## config.mk

```make
export PLATFORM = sky130hd
export DESIGN_NAME = serr_lock_bridge
export DESIGN_NICKNAME = d
export VERILOG_FILES = /design/src/design/serr_lock_pkg.sv /design/src/design/serr_lock_bridge.sv
export SDC_FILE = /design/constraint.sdc
export NUM_CORES = 1
export LEC_CHECK = 0
export CAP_MARGIN = 20
export CELL_PAD_IN_SITES_DETAIL_PLACEMENT = 0
export CELL_PAD_IN_SITES_GLOBAL_PLACEMENT = 1
export CORE_MARGIN = 2
export CORE_UTILIZATION = 40
export DETAILED_ROUTE_END_ITERATION = 10
export DONT_BUFFER_PORTS = 1
export PLACE_DENSITY_LB_ADDON = 0.1
export SYNTH_ARGS = -nofsm -noshare
export SYNTH_HDL_FRONTEND = slang
export SYNTH_SLANG_ARGS = --single-unit
```

## constraint.sdc

```tcl
create_clock -name mclk -period 3.4 [get_ports mclk]
set_input_delay 0.34 -clock mclk [delete_from_list [all_inputs] [get_ports mclk]]
set_output_delay 0.34 -clock mclk [all_outputs]
set_load 0.05 [all_outputs]
```

## src/design/serr_lock_pkg.sv

```systemverilog
// constants for the bridge system-error and lock forwarding block
// assumes a single 40 MHz bus clock and a synchronous active-high reset
package serr_lock_pkg;
    localparam int unsigned CLK_MHZ = 40;
    localparam int unsigned ADDR_W = 4;
    localparam int unsigned DATA_W = 32;
    // register offsets (word index of a plain port)
    localparam logic [3:0] OFS_COMMAND = 4'h0;
    localparam logic [3:0] OFS_PRI_STATUS = 4'h1;
    localparam logic [3:0] OFS_BRIDGE_CTRL = 4'h2;
    localparam logic [3:0] OFS_SEC_STATUS = 4'h3;
    localparam logic [3:0] OFS_CAUSE = 4'h4;
    localparam logic [3:0] OFS_EVT_DISABLE = 4'h5;
    localparam logic [3:0] OFS_LOCK_STATUS = 4'h6;
    // command register bits
    localparam int unsigned CMD_PERR_RESP = 6;
    localparam int unsigned CMD_SERR_EN = 8;
    // bridge control bits
    localparam int unsigned BC_PERR_RESP = 0;
    localparam int unsigned BC_SERR_FWD = 1;
    localparam int unsigned BC_MTO_SERR_EN = 11;
    // status bits
    localparam int unsigned PST_SIG_SERR = 14;
    localparam int unsigned SST_RCV_SERR = 14;
    // cause / disable bit positions
    localparam int unsigned EV_PAR = 0;
    localparam int unsigned EV_TABORT = 1;
    localparam int unsigned EV_MABORT = 2;
    localparam int unsigned EV_RETRY = 3;
    localparam int unsigned EV_MTO = 4;
    localparam int unsigned EV_FWD = 5;
    localparam int unsigned EV_W = 6;
    // reset values
    localparam logic [15:0] COMMAND_RST = 16'h0000;
    localparam logic [15:0] BRIDGE_CTRL_RST = 16'h0000;
    localparam logic [EV_W-1:0] EVT_DISABLE_RST = 6'h00;
    // retry limit: two to the twenty-fourth attempts
    localparam int unsigned RETRY_LIMIT = 16777216;
    localparam int unsigned RETRY_W = 25;
    // pci command codes
    localparam logic [3:0] CMD_MEM_READ = 4'h6;
    typedef enum logic [3:0] {
        LK_IDLE = 4'b0001,
        LK_QUEUED = 4'b0010,
        LK_TARGET = 4'b0100,
        LK_HELD = 4'b1000
    } lock_state_t;
endpackage : serr_lock_pkg

```

## src/design/serr_lock_bridge.sv

```systemverilog
// system-error reporting and downstream lock forwarding of a two-port bridge
// assumes transaction events arrive as one-cycle pulses from bridge logic on mclk;
// the two error lines and downstream serr are pins and are synchronised here
// Behaviour
// - posted write far-bus parity error, not seen as target, both enables: serr
// - upstream serr never asserts without the command serr enable
// - every serr assertion sets the signaled-system-error status flag
// - downstream serr with forward enable raises serr and sets received flag
// - target or master abort on a posted write is a serr cause
// - retries counted per transaction; limit discards data and raises serr
// - delayed master timeout is a serr cause gated by its own enable
// - cause register records which event raised serr
// - disable bits stop parity, abort and retry events from raising serr
// - upstream and downstream lock states are independent
// - lock high in address phase, asserted one clock later
// - only downstream locks are forwarded; upstream lock ignored
// - initial locked request retried if a lock exists or target bus locked
// - first locked command must be memory read; others master abort
// - locked read queued: queue no more downstream requests, retry them; upstream still queued
// - locked read driven with lock one cycle late; waits for idle release
// - matching repeat returns data and lock held on primary side
// - master timeout discards read, raises serr, releases target lock
// - later locked transactions driven locked on the target bus
// - abort on locked read returns status, no lock, unlocked forwarding resumes
module serr_lock_bridge (
    // clock and reset
    input wire logic mclk,
    input wire logic srst,
    // register port
    input wire logic [serr_lock_pkg::ADDR_W-1:0] reg_addr,
    input wire logic [serr_lock_pkg::DATA_W-1:0] reg_wdata,
    input wire logic reg_wr,
    input wire logic reg_rd,
    output logic [serr_lock_pkg::DATA_W-1:0] reg_rdata,
    // pins
    input wire logic upstream_parity_error_line_n,
    input wire logic downstream_parity_error_line_n,
    input wire logic downstream_system_error_in_n,
    output logic upstream_system_error_out_n,
    output logic upstream_system_error_out_oe,
    // posted write delivery events
    input wire logic pw_active,
    input wire logic pw_upstream,
    input wire logic pw_perr_as_target,
    input wire logic pw_target_abort,
    input wire logic pw_master_abort,
    // retry and timeout events
    input wire logic txn_start,
    input wire logic txn_retry,
    input wire logic txn_done,
    input wire logic dt_master_timeout,
    // downstream locked request from the primary side
    input wire logic req_valid,
    input wire logic req_lock,
    input wire logic req_downstream,
    input wire logic [3:0] req_cmd,
    input wire logic [35:0] req_key,
    input wire logic sec_lock_busy,
    input wire logic sec_bus_idle,
    input wire logic head_is_locked,
    input wire logic tgt_data_done,
    input wire logic tgt_abort,
    input wire logic pri_lock_release,
    // answers to the bridge logic
    output logic req_retry,
    output logic req_master_abort,
    output logic req_queue,
    output logic req_give_data,
    output logic req_give_abort,
    output logic no_prefetch,
    output logic discard,
    output logic sec_lock_drive,
    output logic sec_lock_oe
);
    import serr_lock_pkg::*;

    // ----------------------------------------
    // pin synchronisers
    // ----------------------------------------
    logic [2:0] sync1_reg;
    logic [2:0] sync2_reg;
    always_ff @(posedge mclk) begin
        if (srst) begin
            sync1_reg <= 3'h7;
            sync2_reg <= 3'h7;
        end else begin
            sync1_reg <= {downstream_system_error_in_n, downstream_parity_error_line_n,
                          upstream_parity_error_line_n};
            sync2_reg <= sync1_reg;
        end
    end
    wire up_perr = ~sync2_reg[0];
    wire dn_perr = ~sync2_reg[1];
    wire dn_serr = ~sync2_reg[2];

    // ----------------------------------------
    // registers
    // ----------------------------------------
    logic [15:0] command_reg;
    logic [15:0] bridge_ctrl_reg;
    logic [EV_W-1:0] evt_disable_reg;
    logic [EV_W-1:0] cause_reg;
    logic sig_serr_reg;
    logic rcv_serr_reg;
    logic [RETRY_W-1:0] retry_cnt_reg;
    logic serr_reg;
    // lock state is declared here because the timeout cause reads it
    lock_state_t lk_reg;
    lock_state_t lk_next;
    logic lk_timeout;

    wire wr_cmd = reg_wr && reg_addr == OFS_COMMAND;
    wire wr_pst = reg_wr && reg_addr == OFS_PRI_STATUS;
    wire wr_bc = reg_wr && reg_addr == OFS_BRIDGE_CTRL;
    wire wr_sst = reg_wr && reg_addr == OFS_SEC_STATUS;
    wire wr_cause = reg_wr && reg_addr == OFS_CAUSE;
    wire wr_dis = reg_wr && reg_addr == OFS_EVT_DISABLE;

    // ----------------------------------------
    // error events
    // ----------------------------------------
    wire both_perr_en = command_reg[CMD_PERR_RESP] && bridge_ctrl_reg[BC_PERR_RESP];
    wire far_perr = pw_upstream ? up_perr : dn_perr;
    wire retry_limit = txn_retry && (retry_cnt_reg == RETRY_W'(RETRY_LIMIT - 1));
    logic [EV_W-1:0] ev_raw;
    logic [EV_W-1:0] ev_gated;
    assign ev_raw[EV_PAR] = pw_active && far_perr && !pw_perr_as_target && both_perr_en;
    assign ev_raw[EV_TABORT] = pw_active && pw_target_abort;
    assign ev_raw[EV_MABORT] = pw_active && pw_master_abort;
    assign ev_raw[EV_RETRY] = retry_limit;
    assign ev_raw[EV_MTO] = (dt_master_timeout || lk_timeout) && bridge_ctrl_reg[BC_MTO_SERR_EN];
    assign ev_raw[EV_FWD] = dn_serr && bridge_ctrl_reg[BC_SERR_FWD];
    // the timeout and forward causes have no disable bit
    wire [EV_W-1:0] dis_mask = evt_disable_reg & 6'h0f;
    assign ev_gated = ev_raw & ~dis_mask & {EV_W{command_reg[CMD_SERR_EN]}};
    wire serr_fire = |ev_gated;
    assign discard = retry_limit || lk_timeout;

    always_ff @(posedge mclk) begin
        if (srst) begin
            retry_cnt_reg <= '0;
        end else if (txn_start || txn_done || retry_limit) begin
            retry_cnt_reg <= '0;
        end else if (txn_retry) begin
            retry_cnt_reg <= retry_cnt_reg + RETRY_W'(1);
        end
    end

    always_ff @(posedge mclk) begin
        if (srst) begin
            command_reg <= COMMAND_RST;
            bridge_ctrl_reg <= BRIDGE_CTRL_RST;
            evt_disable_reg <= EVT_DISABLE_RST;
            cause_reg <= '0;
            sig_serr_reg <= 1'b0;
            rcv_serr_reg <= 1'b0;
            serr_reg <= 1'b0;
        end else begin
            serr_reg <= serr_fire;
            if (wr_cmd) command_reg <= reg_wdata[15:0];
            if (wr_bc) bridge_ctrl_reg <= reg_wdata[15:0];
            if (wr_dis) evt_disable_reg <= reg_wdata[EV_W-1:0];
            // write one to clear; a new event wins
            cause_reg <= (cause_reg & ~(wr_cause ? reg_wdata[EV_W-1:0] : '0))
                | ev_gated;
            sig_serr_reg <= (sig_serr_reg && !(wr_pst && reg_wdata[PST_SIG_SERR]))
                || serr_fire;
            rcv_serr_reg <= (rcv_serr_reg && !(wr_sst && reg_wdata[SST_RCV_SERR]))
                || ev_raw[EV_FWD];
        end
    end
    assign upstream_system_error_out_n = 1'b0;
    assign upstream_system_error_out_oe = serr_reg;

    // ----------------------------------------
    // downstream lock tracking
    // ----------------------------------------
    logic [35:0] key_reg;
    logic lk_drive_reg;
    logic lk_delay_reg;
    // aborted locked read waiting for the initiator's repeat
    logic abt_reg;
    assign lk_timeout = dt_master_timeout && lk_reg == LK_TARGET;

    // upstream locked requests never reach this path: req_downstream gates them
    wire lk_req = req_valid && req_lock && req_downstream;
    wire abort_hit = lk_req && abt_reg && req_key == key_reg;
    wire first_req = lk_req && lk_reg == LK_IDLE && !abort_hit;
    wire first_ok = req_cmd == CMD_MEM_READ;
    wire repeat_hit = lk_req && lk_reg == LK_TARGET && req_key == key_reg;
    wire can_issue = head_is_locked && !sec_lock_busy && sec_bus_idle;

    assign req_master_abort = first_req && !first_ok;
    // secondary already locked by another master means retry without forwarding
    wire first_retry = first_req && first_ok && sec_lock_busy;
    wire cross_block = req_valid && req_downstream && !repeat_hit
        && lk_reg != LK_IDLE && lk_reg != LK_HELD;
    assign req_retry = first_retry || cross_block || (req_valid && lk_req && lk_reg == LK_QUEUED);
    assign req_queue = (first_req && first_ok && !sec_lock_busy)
        || (req_valid && req_downstream && lk_reg == LK_HELD)
        || (req_valid && !req_downstream);
    assign req_give_data = repeat_hit && !tgt_abort;
    assign req_give_abort = (repeat_hit && tgt_abort) || abort_hit;
    assign no_prefetch = lk_reg != LK_IDLE;

    always_comb begin
        lk_next = lk_reg;
        unique case (lk_reg)
            LK_IDLE: if (first_req && first_ok && !sec_lock_busy) lk_next = LK_QUEUED;
            LK_QUEUED: if (tgt_abort) lk_next = LK_IDLE;
                else if (tgt_data_done) lk_next = LK_TARGET;
            LK_TARGET: if (lk_timeout || req_give_abort) lk_next = LK_IDLE;
                else if (req_give_data) lk_next = LK_HELD;
            LK_HELD: if (pri_lock_release) lk_next = LK_IDLE;
        endcase
    end

    always_ff @(posedge mclk) begin
        if (srst) begin
            lk_reg <= LK_IDLE;
            key_reg <= '0;
            lk_delay_reg <= 1'b0;
            lk_drive_reg <= 1'b0;
            abt_reg <= 1'b0;
        end else begin
            lk_reg <= lk_next;
            // the abort status stays until the initiator repeats the read
            abt_reg <= (abt_reg && !abort_hit) || (lk_reg == LK_QUEUED && tgt_abort);
            if (first_req && first_ok) key_reg <= req_key;
            // address phase with lock released, asserted the next cycle
            lk_delay_reg <= lk_reg == LK_QUEUED && can_issue;
            lk_drive_reg <= (lk_drive_reg || lk_delay_reg) && lk_next != LK_IDLE
                && !(lk_reg == LK_QUEUED && tgt_abort);
        end
    end
    assign sec_lock_drive = 1'b0;
    assign sec_lock_oe = lk_drive_reg;

    // ----------------------------------------
    // register read port
    // ----------------------------------------
    logic [DATA_W-1:0] rd_mux;
    always_comb begin
        rd_mux = '0;
        unique case (reg_addr)
            OFS_COMMAND: rd_mux = {16'h0000, command_reg};
            OFS_PRI_STATUS: rd_mux = 32'(sig_serr_reg) << PST_SIG_SERR;
            OFS_BRIDGE_CTRL: rd_mux = {16'h0000, bridge_ctrl_reg};
            OFS_SEC_STATUS: rd_mux = 32'(rcv_serr_reg) << SST_RCV_SERR;
            OFS_CAUSE: rd_mux = 32'(cause_reg);
            OFS_EVT_DISABLE: rd_mux = 32'(evt_disable_reg);
            OFS_LOCK_STATUS: rd_mux = 32'(lk_reg);
            default: rd_mux = '0;
        endcase
    end
    always_ff @(posedge mclk) begin
        if (srst) reg_rdata <= '0;
        else reg_rdata <= reg_rd ? rd_mux : '0;
    end

    // ----------------------------------------
    // checks
    // ----------------------------------------
    property p_serr_en;
        @(posedge mclk) disable iff (srst)
        upstream_system_error_out_oe |-> $past(command_reg[CMD_SERR_EN]);
    endproperty
    a_serr_en: assert property (p_serr_en) else $error("serr without enable");
    property p_sig_flag;
        @(posedge mclk) disable iff (srst)
        upstream_system_error_out_oe |-> sig_serr_reg;
    endproperty
    a_sig_flag: assert property (p_sig_flag) else $error("status flag missing");
    property p_fwd;
        @(posedge mclk) disable iff (srst)
        ev_raw[EV_FWD] && command_reg[CMD_SERR_EN] |=> upstream_system_error_out_oe && rcv_serr_reg;
    endproperty
    a_fwd: assert property (p_fwd) else $error("forwarded serr lost");
    property p_par;
        @(posedge mclk) disable iff (srst)
        ev_raw[EV_PAR] && command_reg[CMD_SERR_EN] && !evt_disable_reg[EV_PAR]
        |=> upstream_system_error_out_oe && cause_reg[EV_PAR];
    endproperty
    a_par: assert property (p_par) else $error("parity serr lost");
    property p_disable;
        @(posedge mclk) disable iff (srst)
        evt_disable_reg[EV_TABORT] |-> !ev_gated[EV_TABORT];
    endproperty
    a_disable: assert property (p_disable) else $error("disabled event raised");
    property p_cause;
        @(posedge mclk) disable iff (srst)
        serr_fire |=> cause_reg != '0;
    endproperty
    a_cause: assert property (p_cause) else $error("cause not recorded");
    property p_lock_late;
        @(posedge mclk) disable iff (srst)
        $rose(sec_lock_oe) |-> $past(lk_delay_reg);
    endproperty
    a_lock_late: assert property (p_lock_late) else $error("lock driven too early");
    property p_first;
        @(posedge mclk) disable iff (srst)
        first_req && req_cmd != CMD_MEM_READ |-> req_master_abort && !req_queue;
    endproperty
    a_first: assert property (p_first) else $error("bad first locked command");
    property p_timeout;
        @(posedge mclk) disable iff (srst)
        lk_timeout |-> discard ##1 lk_reg == LK_IDLE ##1 !sec_lock_oe;
    endproperty
    a_timeout: assert property (p_timeout) else $error("timeout kept lock");
endmodule : serr_lock_bridge

```

### After elaboration in Yosys (flattened, before gate mapping)

Cells that the tools add are included.

* flip-flop bits (word level): 153
* output and inout bits: 43
* logic and storage cells: 130

* add/sub/neg operators: 1
* equality and inequality tests: 16
* muxes and demuxes: 10
* bitwise gates (word level): 10
* reduce and logical (&&, ||, !) cells: 77

Operators by type and width (count)
* case mux 16 bit (7 select lines): 1
* logical AND 1 bit: 49
* == test 36 bit: 1
* adder 25 x 1 -> 25 bit, second input constant: 1
* == test 25 x 24 -> 1 bit, second input constant: 1
* 2-to-1 mux 4 bit: 6
* == test 4 x 3 -> 1 bit, second input constant: 5
* AND 6 bit: 3
* case mux 4 bit (4 select lines): 1
* logical OR 1 bit: 14
* == test 4 x 2 -> 1 bit, second input constant: 3
* zero test 1 bit: 10
* == test 4 x 1 -> 1 bit, second input constant: 2
* inequality test 4 x 1 -> 1 bit, second input constant: 2
* 2-to-1 mux 6 bit: 1
* NOT 4 -> 6 bit: 1
* NOT 6 bit: 1
* OR 6 bit: 1
* OR reduction 6 bit: 1
* == test 4 bit, second input constant: 1
* zero test 4 bit: 1
* inequality test 4 bit, second input constant: 1
* NOT 1 bit: 4
* OR reduction 2 bit: 2
* 2-to-1 mux 1 bit: 1

### Depth between registers and ports, before layout

* depth in word-level cells: 13
* depth in mapped cells: 10
* mapped depth without buffers: 8

### Worst setup path after synthesis

No wires, ideal clock.

* path type: input port to output port
* start point: in req_key[25]
* end point: out req_give_data
* arrival: 2.581 ns
* required time: 3.060 ns
* path slack: 0.479 ns
* cell stages on the path: 6
* path buffers: 1
* path through: xor2_1 nor4_2 nand3_1 or4_1 clkbuf_1 nor3_1

* word-level cells in the longest chain between the ends: 3

RTL lines
* from (decl): RTL line serr_lock_bridge.sv:57 `input wire logic [35:0] req_key,`
* == test 36 bit: RTL line serr_lock_bridge.sv:190 `wire repeat_hit = lk_req && lk_reg == LK_TARGET && req_key == key_reg;`
* logical AND 1 bit: RTL line serr_lock_bridge.sv:190
* logical AND 1 bit: RTL line serr_lock_bridge.sv:202 `assign req_give_data = repeat_hit && !tgt_abort;`
* to (decl): RTL line serr_lock_bridge.sv:68 `output logic req_give_data,`

Every way passes these cells.

### Final worst setup path

* start point: reg lk_reg[0]
* end point: out req_queue

* word-level cells in the longest chain between the ends: 7
* elaborated cells between the ends (all ways): 9
* classes of those cells: eq/ne: 2; reduce/logical: 7

RTL lines
* from (decl): RTL line serr_lock_bridge.sv:108 `lock_state_t lk_reg;`
* from (signal assigned): RTL line serr_lock_bridge.sv:226 `lk_reg <= lk_next;`
* == test 4 x 1 -> 1 bit: RTL line serr_lock_bridge.sv:188 `wire first_req = lk_req && lk_reg == LK_IDLE && !abort_hit;`
* logical AND 1 bit (2 in a row): RTL line serr_lock_bridge.sv:188
* logical AND 1 bit (2 in a row): RTL line serr_lock_bridge.sv:199 `assign req_queue = (first_req && first_ok && !sec_lock_busy)`
* logical OR 1 bit *: RTL line serr_lock_bridge.sv:200 `|| (req_valid && req_downstream && lk_reg == LK_HELD)`
* logical OR 1 bit *: RTL line serr_lock_bridge.sv:201 `|| (req_valid && !req_downstream);`
* to (decl): RTL line serr_lock_bridge.sv:67 `output logic req_queue,`

Every way passes the cells marked *; elsewhere a longest branch is shown, timed or not.

==> run metrics <==
status finished clean; Synth Area in Simple Gates between 20% and 30%; Seq/Total Area, Yosys 46.0%; Mapped Area 5970 um2; Final Setup Violations 0; post-route ant nets 0; total negative setup slack 0 ns; DRC violation count after routing 0; Max Slew Vio Count 0; Post-synth ARST share 0%; Worst EP arrival 2.71 ns; vias after detailed routing 4,516; Cell Area, Placed 6020 um2; Post-synth EDFFs 0; Bufs on Longest Clock Path 2; crit-path cells inv_1 -> or4_1 -> nor4b_2 -> nand2_1 -> nand2_1; maximum vdd ir drop 0.000328 V; Synth Area in Adders 0.210%; FMAX 328 MHz; Initial DRC Count 233; pwr dens 542 nW/um2; synth warn 0; most used cell, CP nand2_1; R2R Setup Slk 0.64 ns; Max-Cap Viols 0; # fillers 1,414; Routability Congestion between 0.8 and 0.9; CTS tree yes; final hold vios 0; syn avg cell area just under 9 um2; initial antenna violation count 2; starting density of the core 41.1%; dpl cells 839; Nets between 700 and 800; total global routing overflow 0; worst reg2reg startpoint lk_reg[0]; Hold WC Path Type in -> reg; CTS Root Cell clkbuf_16; Synth Area in Compound Gates roughly 9%; Max-slew headroom 43.1%; CTS Buf Count 17; CP delay by family, top simple AND/OR/NAND/NOR gates; critical path startpoint category register; final WL 14.5 mm; Die W approximately 130 um; Hold Path Cell Cnt 1; largest net degree at the start of global routing 51; WL per Instance 16.6 um; Core ar. 14,500 um2; H-tree level count 4; final period utilization 89.7%; Hold Path End sync1_reg[2]; global-route wire length before repair between 20 and 25 mm; IO Count 144; Vias/cell approximately 5.2; post-route cell area 6660 um2; Crit path largest cell delay 0.84 ns; Die Height 126 um; number of distinct library cells after synthesis 53; RSZ-0062 raised after global routing no; worst r2r dst key_reg[34]; XOR/XNOR Fraction of Synth Area 8.81%; Die Area 15,900 um2; proportion of layout cells with a drive suffix above 1 8.58%; R2R depth 7; CP required approximately 3.1 ns; Cell Rows 44; Final min period approximately 3.0 ns; Post-Layout Cell Count 874; Leakage 2.31 nW; max FFs per register 36; Area Growth Syn to Fin 11.6%; Worst-path clk slew 0.05 ns; largest family of logic cells by synthesized area simple AND/OR/NAND/NOR gates; CP endpoint kind output port; Setup Skew 0.00664 ns; Worst Hold Launch downstream_system_error_in_n; CTS sink cnt between 100 and 150; flops & latches, synth 137; dpl hpwl just under 10 mm; Mapped Cells roughly 680; Bufs and invs on worst path 1; GRT Total Usage 18.5%; vias in the first global route about 4,500; kind of critical path reg -> out; Slew @ Worst Pin roughly 0.84 ns; worst-path fanout max 7; Clock Latency Late Sink 0.42 ns; prevailing post-synth register cell dfxtp_1; Slowest cell on crit path or4_1; DR pass1 iterations 4; buffers added on ports 0; mux contribution to synthesized area under 10%
## cells in the final DEF (no fill, tap or decap), drive strengths merged, types with 4 or more instances in the layout
master	count
nor4	16
nor3	8
nand2b	5
o21ai	5
a22oi	18
mux2i	37
buf	13
nand3	22
a222oi	4
or4	4
nor2	98
nand2	98
xnor2	10
nand4	9
clkbuf	21
a21oi	54
xor2	50
or2	7
inv	7
clkinv	6
and2	5
a31oi	4
conb	18
dfxtp	137
## metal layers
layer	track usage [%]	up-vias	routed length, um
met3	8.07	14	1050
met4	6.14	0	163
li1	-	2272	-
met2	31.1	97	7130
met5	0	-	0
met1	21.0	2133	6150
## report_power, final
| part | switching (mW) | internal (mW) | total, mW | leakage (nW) |
|---|---|---|---|---|
| sequential | 0.00701 | 1.62 | 1.62 | 1.11 |
| combinational | 0.113 | 0.0409 | 0.154 | 0.908 |
| clock | 0.653 | 1.18 | 1.83 | 0.292 |
| total | 0.773 | 2.84 | 3.61 | 2.31 |
## layout make-up
cell class / instances / area (um2) / area share (%)
Multi-Input combinational cell: 500 / 2940 / 44.1
Sequential cell: 137 / 2740 / 41.2
Clock buffer: 21 / 460 / 6.91
Tap cell: 184 / 230 / 3.46
Timing Repair Buffer: 14 / 133 / 1.99
Clock inverter: 9 / 124 / 1.86
Inverter: 7 / 26.3 / 0.395
Antenna cell: 2 / 5.00 / 0.0751
## cells by family after synthesis
group                      count (synthesis)
xor gates and xnor gates                  60
buffers and inverters                     58
adders and majority gates                  1
AOI/OAI and AO/OA                         91
DFF                                      137
and+or+nand+nor                          292
other                                      1
muxes                                     38
## timing repair
item | 4_1_cts | 5_1_grt
hold endpoints to repair | 51 | 0
setup buffers | 0 | 0
hold buffers | 3 | 0
gates resized for setup | 0 | 0
endpoints found under the setup margin | 0 | 0
## worst max path at each step
stage                           startpoint       endpoint  slack (ns)  cells past startpoint
after global routing      retry_cnt_reg[0]        discard        0.22                      7
after global placement           lk_reg[0]    key_reg[27]        0.68                      7
after CTS                        lk_reg[0]      req_queue        0.30                      5
after detailed placement         lk_reg[0]    key_reg[17]        0.64                      7
final                            lk_reg[0]      req_queue        0.35                      5
after floorplan                req_key[25]  req_give_data        0.48                      6
## metrics by stage
| step | setup slack (ns) | util [%] | power, mW | hold WS (ns) |
|---|---|---|---|---|
| floorplan | 0.479 | - | 1.80 | 0.389 |
| global placement | 0.678 | 41.4 | 1.79 | 0.392 |
| detailed placement | 0.637 | 41.4 | 1.79 | 0.400 |
| CTS | 0.303 | 45.8 | 3.66 | 0.00539 |
| global route | 0.216 | 45.8 | 3.74 | 0.00374 |
| finish | 0.350 | 45.8 | 3.61 | 0.0262 |
## Yosys cell counts (all sizes together) (4+ instances only)
library cell  count  share of area, %
nor4             16               2.1
nor2             98               6.2
nand4             9              0.94
clkbuf           26               1.6
nand2b            5              0.52
or2               7              0.73
nand3            22               1.8
buf              25               3.9
a21oi            54               4.5
dfxtp           137                46
or4               4              0.57
nand2            98               6.2
inv               7              0.44
xnor2            10               1.5
nor3              8              0.75
a22oi            18               2.3
mux2i            37               6.2
o21ai             5              0.42
xor2             50               7.3
a222oi            4              0.67
and2              5              0.52
a31oi             4              0.42
Note: power is estimated with default switching activity, not from simulation.
